[config.mk]
export PLATFORM = sky130hd
export DESIGN_NAME = fscr_top
export DESIGN_NICKNAME = d
export VERILOG_FILES = /design/src/fscr_busy_timer.v /design/src/fscr_protect_map.v /design/src/fscr_top.v
export VERILOG_INCLUDE_DIRS = /design/src
export SDC_FILE = /design/constraint.sdc
export NUM_CORES = 1
export LEC_CHECK = 0
export BUFFER_PORTS_ARGS = -buffer_cell sky130_fd_sc_hd__buf_2
export CAP_MARGIN = 30
export CORE_ASPECT_RATIO = 0.8
export CORE_MARGIN = 2
export CORE_UTILIZATION = 49
export CTS_CLUSTER_SIZE = 8
export DETAILED_ROUTE_END_ITERATION = 8
export GPL_ROUTABILITY_DRIVEN = 1
export PLACE_DENSITY = 0.8
export SLEW_MARGIN = 0
export SYNTH_ARGS = -nofsm -noshare
export SYNTH_HDL_FRONTEND = slang
export SYNTH_SLANG_ARGS = --single-unit
[constraint.sdc]
create_clock -name REF_CLK_I -period 3 [get_ports REF_CLK_I]
set_input_delay 0.9 -clock REF_CLK_I [delete_from_list [all_inputs] [get_ports REF_CLK_I]]
set_output_delay 0.9 -clock REF_CLK_I [all_outputs]
set_load 0.01 [all_outputs]
[src/fscr_regs.vh]
`ifndef FSCR_REGS_VH
`define FSCR_REGS_VH
// Avalon word addresses (byte address = 4 * word index)
`define FSCR_ADDR_STATUS 4'h0
`define FSCR_ADDR_CONFIG 4'h1
`define FSCR_ADDR_CMD 4'h2
`define FSCR_ADDR_ENGINE 4'h3
// Status register fields
`define FSCR_SR_LOCK 7
`define FSCR_SR_QUAD 6
`define FSCR_SR_BP_HI 5
`define FSCR_SR_BP_LO 2
`define FSCR_SR_WEL 1
`define FSCR_SR_WIP 0
// Configuration register fields
`define FSCR_CR_DC_HI 7
`define FSCR_CR_DC_LO 6
`define FSCR_CR_ADDR4 5
`define FSCR_CR_RSV 4
`define FSCR_CR_ORIGIN 3
`define FSCR_CR_ODS_HI 2
`define FSCR_CR_ODS_LO 0
// Command register bits
`define FSCR_CMD_WREN 0
`define FSCR_CMD_WRDI 1
`define FSCR_CMD_EN4B 2
`define FSCR_CMD_EX4B 3
// Reset values
`define FSCR_SR_RESET 8'h00
`define FSCR_CR_RESET 8'h07
// Writable masks
`define FSCR_SR_WMASK 8'hFC
`define FSCR_CR_WMASK 8'hCF
// Busy time of a register write in cycles
`define FSCR_WRSR_BUSY 16'h0010
`endif

[src/fscr_busy_timer.v]
`timescale 1ns/1ps
module fscr_busy_timer #(
	parameter WIDTH = 16
) (
	// Clock and reset
	input wire clk_i,
	input wire srst_i,
	// Control
	input wire start_i,
	input wire [WIDTH-1:0] load_i,
	// Status
	output wire busy_o
);
	reg [WIDTH-1:0] cnt_q;
	always @(posedge clk_i)
	begin
		if (srst_i)
			cnt_q <= {WIDTH{1'b0}};
		else if (start_i)
			cnt_q <= load_i;
		else if (cnt_q != {WIDTH{1'b0}})
			cnt_q <= cnt_q - {{(WIDTH-1){1'b0}}, 1'b1};
	end
	assign busy_o = (cnt_q != {WIDTH{1'b0}});
endmodule // fscr_busy_timer

[src/fscr_protect_map.v]
`timescale 1ns/1ps
`include "fscr_regs.vh"
module fscr_protect_map (
	// Protection settings
	input wire [3:0] block_protect_field_i,
	input wire protect_origin_select_i,
	// Target block and result
	input wire [3:0] block_i,
	output wire protected_o
);
	// Level n protects 2^(n-1) blocks from the chosen end; 5 and above protect all
	wire [4:0] span = (block_protect_field_i == 4'h0) ? 5'h00 :
		(block_protect_field_i > 4'h4) ? 5'h10 :
		(5'h01 << (block_protect_field_i - 4'h1));
	wire [4:0] idx = protect_origin_select_i ? {1'b0, block_i} : (5'h0F - {1'b0, block_i});
	assign protected_o = (idx < span); // RL3 RL8
endmodule // fscr_protect_map

[src/fscr_top.v]
// Implementation choices: register access over Avalon-MM and the register addresses.
`timescale 1ns/1ps
`include "fscr_regs.vh"
// Overview of operation
// RL1 - Lock bit set refuses status register writes
// RL2 - Quad select disables write-protect and reset pins
// RL3 - Block protect field guards region from writes
// RL4 - Status bit 1 shows write enable latch
// RL5 - Status bit 0 shows program/erase busy
// RL6 - Config bits 7:6 hold dummy cycle select
// RL7 - Config bit 5 shows four-byte address mode
// RL8 - Config bit 3 picks bottom or top origin
// RL9 - Config bits 2:0 hold output drive select
// RL10 - Address width bit changes only by command
// RL11 - Config bit 4 reads zero, ignores writes
module fscr_top #(
	parameter BUSY_WIDTH = 16
) (
	// Clock and reset
	input wire REF_CLK_I,
	input wire SRST_I,
	// Avalon-MM slave
	input wire [3:0] AVS_ADDRESS_I,
	input wire AVS_READ_I,
	input wire AVS_WRITE_I,
	input wire [3:0] AVS_BYTEENABLE_I,
	input wire [31:0] AVS_WRITEDATA_I,
	output reg [31:0] AVS_READDATA_O,
	output reg AVS_WAITREQUEST_O,
	// Pin functions and engine
	input wire WP_N_I,
	input wire ENGINE_BUSY_I,
	input wire [3:0] ENGINE_BLOCK_I,
	output reg QUAD_IO_SELECT_O,
	output reg WP_PIN_ENABLE_O,
	output reg RESET_PIN_ENABLE_O,
	output reg ADDRESS_WIDTH_INDICATOR_O,
	output reg [1:0] DUMMY_CYCLE_SELECT_O,
	output reg [2:0] OUTPUT_DRIVE_SELECT_O,
	output reg BLOCK_PROTECTED_O
);
	reg [5:0] sr_store_q;
	reg [7:0] cr_store_q;
	reg wel_q;
	reg addr4_q;
	reg ack_q;
	wire busy;
	wire is_prot;
	wire wr_busy;
	wire start_busy;
	wire access = (AVS_READ_I | AVS_WRITE_I) & ~ack_q;
	// Writes commit at the edge where waitrequest is sampled low
	wire wr = AVS_WRITE_I & ack_q & AVS_BYTEENABLE_I[0];
	wire [7:0] wdata = AVS_WRITEDATA_I[7:0];
	wire [7:0] sr_reset_val = `FSCR_SR_RESET;
	wire [7:0] sr_wmask = `FSCR_SR_WMASK;
	// Quad mode frees the write-protect pin, else it guards the lock
	wire wp_active = ~sr_store_q[`FSCR_SR_QUAD - 2] & ~WP_N_I; // RL2
	wire sr_locked = sr_store_q[`FSCR_SR_LOCK - 2] & wp_active;
	wire hit_sr = wr & (AVS_ADDRESS_I == `FSCR_ADDR_STATUS);
	wire hit_cr = wr & (AVS_ADDRESS_I == `FSCR_ADDR_CONFIG);
	wire hit_cmd = wr & (AVS_ADDRESS_I == `FSCR_ADDR_CMD);
	// Register writes need the latch set and no cycle running
	wire reg_ok = wel_q & ~busy & ~ENGINE_BUSY_I;
	wire sr_take = hit_sr & reg_ok & ~sr_store_q[`FSCR_SR_LOCK - 2]; // RL1
	wire cr_take = hit_cr & reg_ok & ~sr_locked;
	assign start_busy = sr_take | cr_take;
	wire [7:0] status_view = {sr_store_q, wel_q, busy | ENGINE_BUSY_I}; // RL4 RL5
	wire [7:0] config_view = {cr_store_q[7:6], addr4_q, 1'b0, cr_store_q[3:0]}; // RL7 RL11

	fscr_busy_timer #(
		.WIDTH(BUSY_WIDTH)
	) u_busy (
		.clk_i(REF_CLK_I),
		.srst_i(SRST_I),
		.start_i(start_busy),
		.load_i(`FSCR_WRSR_BUSY),
		.busy_o(busy)
	);

	fscr_protect_map u_prot (
		.block_protect_field_i(sr_store_q[`FSCR_SR_BP_HI-2:`FSCR_SR_BP_LO-2]),
		.protect_origin_select_i(cr_store_q[`FSCR_CR_ORIGIN]),
		.block_i(ENGINE_BLOCK_I),
		.protected_o(is_prot)
	);

	// Bus handshake: one wait cycle, answer on the second edge
	always @(posedge REF_CLK_I)
	begin
		if (SRST_I)
		begin
			ack_q <= 1'b0;
			AVS_WAITREQUEST_O <= 1'b1;
			AVS_READDATA_O <= 32'h00000000;
		end
		else
		begin
			ack_q <= access;
			AVS_WAITREQUEST_O <= ~access;
			if (AVS_READ_I & ~ack_q)
			begin
				case (AVS_ADDRESS_I)
					`FSCR_ADDR_STATUS: AVS_READDATA_O <= {24'h000000, status_view};
					`FSCR_ADDR_CONFIG: AVS_READDATA_O <= {24'h000000, config_view};
					`FSCR_ADDR_ENGINE: AVS_READDATA_O <= {31'h00000000, is_prot};
					default: AVS_READDATA_O <= 32'h00000000;
				endcase
			end
		end
	end

	// Register contents
	always @(posedge REF_CLK_I)
	begin
		if (SRST_I)
		begin
			sr_store_q <= sr_reset_val[7:2];
			cr_store_q <= `FSCR_CR_RESET;
			wel_q <= 1'b0;
			addr4_q <= 1'b0;
		end
		else
		begin
			if (sr_take)
				sr_store_q <= wdata[7:2] & sr_wmask[7:2]; // RL1 RL3
			if (cr_take)
				cr_store_q <= wdata & `FSCR_CR_WMASK; // RL6 RL9 RL10 RL11
			if (start_busy | hit_cmd & wdata[`FSCR_CMD_WRDI])
				wel_q <= 1'b0;
			else if (hit_cmd & wdata[`FSCR_CMD_WREN])
				wel_q <= 1'b1; // RL4
			if (hit_cmd & wdata[`FSCR_CMD_EN4B])
				addr4_q <= 1'b1; // RL10
			else if (hit_cmd & wdata[`FSCR_CMD_EX4B])
				addr4_q <= 1'b0; // RL10
		end
	end

	// Registered views of the settings
	always @(posedge REF_CLK_I)
	begin
		if (SRST_I)
		begin
			QUAD_IO_SELECT_O <= 1'b0;
			WP_PIN_ENABLE_O <= 1'b1;
			RESET_PIN_ENABLE_O <= 1'b1;
			ADDRESS_WIDTH_INDICATOR_O <= 1'b0;
			DUMMY_CYCLE_SELECT_O <= 2'h0;
			OUTPUT_DRIVE_SELECT_O <= 3'h7;
			BLOCK_PROTECTED_O <= 1'b0;
		end
		else
		begin
			QUAD_IO_SELECT_O <= sr_store_q[`FSCR_SR_QUAD - 2]; // RL2
			WP_PIN_ENABLE_O <= ~sr_store_q[`FSCR_SR_QUAD - 2]; // RL2
			RESET_PIN_ENABLE_O <= ~sr_store_q[`FSCR_SR_QUAD - 2]; // RL2
			ADDRESS_WIDTH_INDICATOR_O <= addr4_q; // RL7
			DUMMY_CYCLE_SELECT_O <= cr_store_q[`FSCR_CR_DC_HI:`FSCR_CR_DC_LO]; // RL6
			OUTPUT_DRIVE_SELECT_O <= cr_store_q[`FSCR_CR_ODS_HI:`FSCR_CR_ODS_LO]; // RL9
			BLOCK_PROTECTED_O <= is_prot; // RL3
		end
	end
endmodule // fscr_top

**Yosys cells after proc, flatten, opt, wreduce, memory -nomap -nowiden**

Cells that the tools add are included.

- Eq/ne operators: 3
- Bitwise gates (word level): 31
- Reduce and logical (&&, ||, !) cells: 7
- Multiply operators: 0
- Divide/modulo/power cells: 0
- $lt $le $gt $ge: 2
- Multiplexer cells: 8
- Shift-type cells: 1
- Add/subtract/negate cells: 3

Operators with widths:

| cell | count |
|---|---|
| $mux W5 | 5 |
| $pmux W8 S3 | 1 |
| $and A1 B1 Y1 | 19 |
| $reduce_bool A16 Y1 | 1 |
| $sub A16 B1 Y16 const B | 1 |
| $eq A4 B2 Y1 const B | 2 |
| $logic_not A4 Y1 | 2 |
| $not A1 Y1 | 8 |
| $lt A5 B5 Y1 | 1 |
| $shl A1 B4 Y5 const A | 1 |
| $sub A4 B4 Y5 const A | 1 |
| $eq A4 B1 Y1 const B | 1 |
| $gt A4 B3 Y1 const B | 1 |
| $or A1 B1 Y1 | 4 |
| $reduce_bool A2 Y1 | 2 |
| $reduce_or A2 Y1 | 2 |
| $sub A4 B1 Y4 const B | 1 |
| $mux W1 | 2 |

- RAM bits: 0
- Logic and storage cells: 70
- Register bits: 73
- ROM bits: 0
- Input bits: 50
- Memories: 0
- Latch bits: 0

**Longest topological paths before layout**

- Word-level depth: 9
- Gate-level depth with buffers: 8
- Depth with buffers taken out: 8

**By module**

From an unflattened synthesis, not the netlist that was laid out.

- Cells, all modules: 286
- Area, all modules: 2652.5 µm²

By module, submodules not included:

| module | seq. area each (µm²) | cells each | instances | area each (µm²) |
|---|---|---|---|---|
| fscr_top | 660.6 | 156 | 1 | 1537.7 |
| fscr_busy_timer | 320.3 | 110 | 1 | 970.9 |
| fscr_protect_map | 0.0 | 20 | 1 | 143.9 |

**Least setup slack after synthesis**

No wires, ideal clock.

- Path type: input to register
- Start point: input ENGINE_BLOCK_I[2]
- End point: register AVS_READDATA_O[0]
- Arrival time: 2.332 ns
- Path buffers: 0
- Stages: 6
- Slack: 0.607 ns
- Path through: xnor2_1 ha_1 or3_1 a211o_1 a2111oi_0 a311o_1

- Word-level cells in the longest chain between the ends: 4

RTL lines:

| item | line | RTL |
|---|---|---|
| from (decl) | fscr_top.v:33 | `input wire [3:0] ENGINE_BLOCK_I,` |
| $sub A4 B4 Y5 | fscr_protect_map.v:15 | `wire [4:0] idx = protect_origin_select_i ? {1'b0, block_i} : (5'h0F - {1'b0, block_i});` |
| $mux W5 (*) | fscr_protect_map.v:15 |  |
| $lt A5 B5 Y1 (*) | fscr_protect_map.v:16 | `assign protected_o = (idx < span);` |
| $pmux W8 S3 (*) | fscr_top.v:103 | `case (AVS_ADDRESS_I)` |
| to (signal assigned) | fscr_top.v:104 | `` `FSCR_ADDR_STATUS: AVS_READDATA_O <= {24'h000000, status_view}; `` |
| to (signal assigned) | fscr_top.v:105 | `` `FSCR_ADDR_CONFIG: AVS_READDATA_O <= {24'h000000, config_view}; `` |
| to (signal assigned) | fscr_top.v:106 | `` `FSCR_ADDR_ENGINE: AVS_READDATA_O <= {31'h00000000, is_prot}; `` |
| to (decl) | fscr_top.v:28 | `output reg [31:0] AVS_READDATA_O,` |

Mark *: on every way between the ends. The rest lies on a longest branch, timed or not.
A chain may end at the register's enable or synchronous reset.

**Worst setup path after layout**

- Start point: input ENGINE_BLOCK_I[3]
- End point: register AVS_READDATA_O[0]

The elaborated chain is that of the path after synthesis.

==> results by group <==
Timing
  • Worst-margin pin slew: 702 ps
  • Crit share post-route: 0.789
  • TNS Setup: 0 ps
  • Max Transition Viols Final: 0
  • Final Hold Violating Endpoints: 0
  • Skew final: 6.50 ps
  • Rel. slew slack: 0.526
  • Setup violators final: 0
  • Maximum clock rate: 423 MHz
  • Fin crit period: 2370 ps
  • RSZ-0062 raised after global routing: false

Yosys
  • Syn avg cell area: 8.89 sq um
  • Synth Area in Simple Gates: 0.278
  • Post-synth EDFFs: 0
  • Adder-Cell Fraction of Synth Area: 0.0205
  • Warnings from Yosys: 0
  • Synth Area in XOR/XNOR: 0.0322
  • Share of flip-flops with an asynchronous set or reset: 0
  • Prevailing post-synth register cell: dfxtp_1
  • Mapped Area: 2440 sq um
  • Post-synthesis compound-gate area fraction: 0.111
  • Sequential element share of the synthesized area: 0.401
  • Post-Syn Instances: 275
  • Synth Register Bits: 49
  • Largest family of logic cells by synthesized area: simple AND/OR/NAND/NOR gates
  • Unique masters post-synth: 50
  • Multiplexer share of the synthesized area: 0.0553

Drt
  • DR WL/cell: 13.3 um
  • Via count: 1980
  • First-pass iteration count of the detailed router: 4
  • DRT iter0 DRCs: 128
  • Routed wire length: 5010 um
  • Post-route DRC: 0
  • Via-per-instance ratio: 5.25
  • Routed Antenna Nets: 0

Status
  • Status: finished, final reports clean

Clock network
  • H-Tree Depth: 2
  • Clk Latency, worst-skew pair: 300 ps
  • TritonCTS buffer count: 5
  • Clk pin slew, worst setup/hold paths: 90 ps
  • CTS tree: built
  • CTS max path bufs: 2
  • CTS Hold Bufs: 0
  • # resized after CTS: 0
  • Clk sinks: 49
  • Root Buffer: clkbuf_8
  • Postcts setup bufs: 0

Placement
  • Port buffer count: 41
  • Hpwl dp: 3740 um
  • Global placement routability congestion: 0.873

Global routing
  • Met1 Use GR: 0.246
  • Met3 Use GR: 0.0440
  • Vias in the first global route: 1803
  • Initial antenna violation count: 0
  • Global-route wire length before repair: 8230 um
  • Top Usage Layer GRT: met2
  • Grt total ovfl: 0
  • Largest net degree at the start of global routing: 23
  • Total GRT Usage: 0.185
  • Met2 GRT Util: 0.292

Setup path
  • Worst path max stage delay: 400 ps
  • CP Cell Sequence: buf_2, xnor2_1, ha_1, or3_1, a211o_1, a2111oi_0, a311o_1
  • Worst EP arrival: 2610 ps
  • Critical Path RT: 3240 ps
  • Critical Path Fanout Max: 2
  • Critical Path Slowest Stage Cell: a2111oi_0
  • Crit. Startpoint: ENGINE_BLOCK_I[3]
  • Startpoint types: input port
  • CP Class: input port to flip-flop
  • CP endpoint kind: flip-flop
  • RR Startpoint: sr_store_q[2]

Cells and area
  • Ant diodes: 0
  • Fill count: 424
  • Nets@finish: 370
  • Final core area utilization: 0.575
  • Synth-to-layout area growth: 10.8%
  • Fraction of layout cells with a size suffix above 1: 0.227

Hold path
  • Hold_sp: u_busy.cnt_q[12]
  • Hold crit path type: flip-flop to flip-flop

Floorplan
  • Core Area: 4710 sq um
  • Die ar.: 5570 sq um
  • Width of the die: 83.0 um
  • Rows: 22
  • Starting Density: 0.519
  • I/O pin total: 93
  • Chip height: 67.2 um

Pwr
  • PwrDens: 785 nW/um^2
  • Peak supply drop: 446 uV
  • Static leakage: 1.12 nW

Run
  • Max cap viols: 0
[report_power, final]
group / switching [mW] / total, mW / internal [mW]
clock: 0.214 / 0.422 / 0.209
sequential: 0.121 / 0.859 / 0.738
combinational: 0.500 / 0.845 / 0.345
total: 0.834 / 2.13 / 1.29
[metrics by stage]
step                cells  hold slack (ps)  worst slack, ps  cell area, sq um  total power [mW]
CTS                   377              487              639              2710              2.13
floorplan             298              413              607              2530              1.57
global route          377              516              479              2710              2.29
finish                377              488              634              2710              2.13
global placement      369              460              360              2610              1.69
detailed placement    369              470              325              2610              1.72
[cells in the mapped netlist (all sizes together), types with 2 or more instances]
master / n / area share
xnor2: 3 / 0.011
a22oi: 7 / 0.021
nor2: 39 / 0.060
nand3b: 2 / 0.0061
nand4b: 2 / 0.0072
inv: 7 / 0.011
nor2b: 6 / 0.015
clkbuf: 3 / 0.0046
or3: 7 / 0.018
nand4: 2 / 0.0051
or2: 5 / 0.013
nor3b: 2 / 0.011
nand2: 19 / 0.030
and3: 2 / 0.0051
xor2: 6 / 0.021
o211ai: 2 / 0.0061
nor4: 3 / 0.023
ha: 4 / 0.020
buf: 29 / 0.085
nand2b: 4 / 0.010
and2: 2 / 0.0051
mux2: 4 / 0.018
o31ai: 2 / 0.0061
a21oi: 18 / 0.037
dfxtp: 49 / 0.40
nand3: 12 / 0.032
mux2i: 9 / 0.037
nor3: 6 / 0.026
o21ai: 9 / 0.020
[per-layer routing]
layer	share of wire	up-vias
met2	0.43	70
met1	0.50	916
met3	0.060	12
met4	0.013	0
li1	-	982
met5	0	-
[critical path, delay by kind of cell]
kind / cells / cell delay (ps)
adder cells (fa/ha/maj): 1 / 220
XOR/XNOR: 1 / 120
AND/OR/NAND/NOR: 1 / 370
buffers and inverters: 1 / 100
AO/OA/AOI/OAI: 3 / 890
[logic make-up (layout without fill, tap and decap cells)]
kind of cell	count (synthesis)	count (layout)
xor gates and xnor gates	9	9
buffers and inverters	39	58
DFF	49	49
AOI/OAI and AO/OA	44	44
other	1	24
and+or+nand+nor	116	116
muxes	13	13
adders and majority gates	4	4
[registers in the layout, summed over array words and instances (netlist names)]
register and count:
ack_q 1, BLOCK_PROTECTED_O 1, ADDRESS_WIDTH_INDICATOR_O 1, DUMMY_CYCLE_SELECT_O 2, wel_q 1, OUTPUT_DRIVE_SELECT_O 3, cr_store_q 6, AVS_READDATA_O 8
AVS_WAITREQUEST_O 1, u_busy.cnt_q 16, QUAD_IO_SELECT_O 1, addr4_q 1, sr_store_q 6, RESET_PIN_ENABLE_O 1
[cell type report]
type	count	area (sq um)	area share
Clock buffer	7	96.3	0.0356
Tap cell	60	75.1	0.0277
Inverter	7	26.3	0.00970
Timing Repair Buffer	43	220	0.0813
Multi-Input combinational cell	210	1310	0.482
Sequential cell	49	981	0.362
Clock inverter	1	5.00	0.00185
[final timing paths]
check                      end  slack, ps  cells past startpoint
max          AVS_READDATA_O[0]        630                      7
min           u_busy.cnt_q[12]        490                      2
max reg2reg  AVS_READDATA_O[0]        760                      7
min reg2reg   u_busy.cnt_q[12]        490                      2
[placed cells by master (no fill, tap or decap), drive strengths merged, types with 2 or more instances in the layout]
cell,Yosys,final
o31ai,2,2
mux2i,9,9
or3,7,7
a22oi,7,7
dfxtp,49,49
nor4,3,3
or2,5,5
o21ai,9,9
mux2,4,4
nand2,19,19
nor2,39,39
and2,2,2
a21oi,18,18
nand4,2,2
nor2b,6,6
o211ai,2,2
buf,29,43
nand4b,2,2
inv,7,7
nor3,6,6
and3,2,2
xor2,6,6
ha,4,4
conb,1,24
nand2b,4,4
nand3,12,12
nand3b,2,2
clkbuf,3,7
nor3b,2,2
xnor2,3,3
No activity file was read; power rests on OpenSTA's default activity.
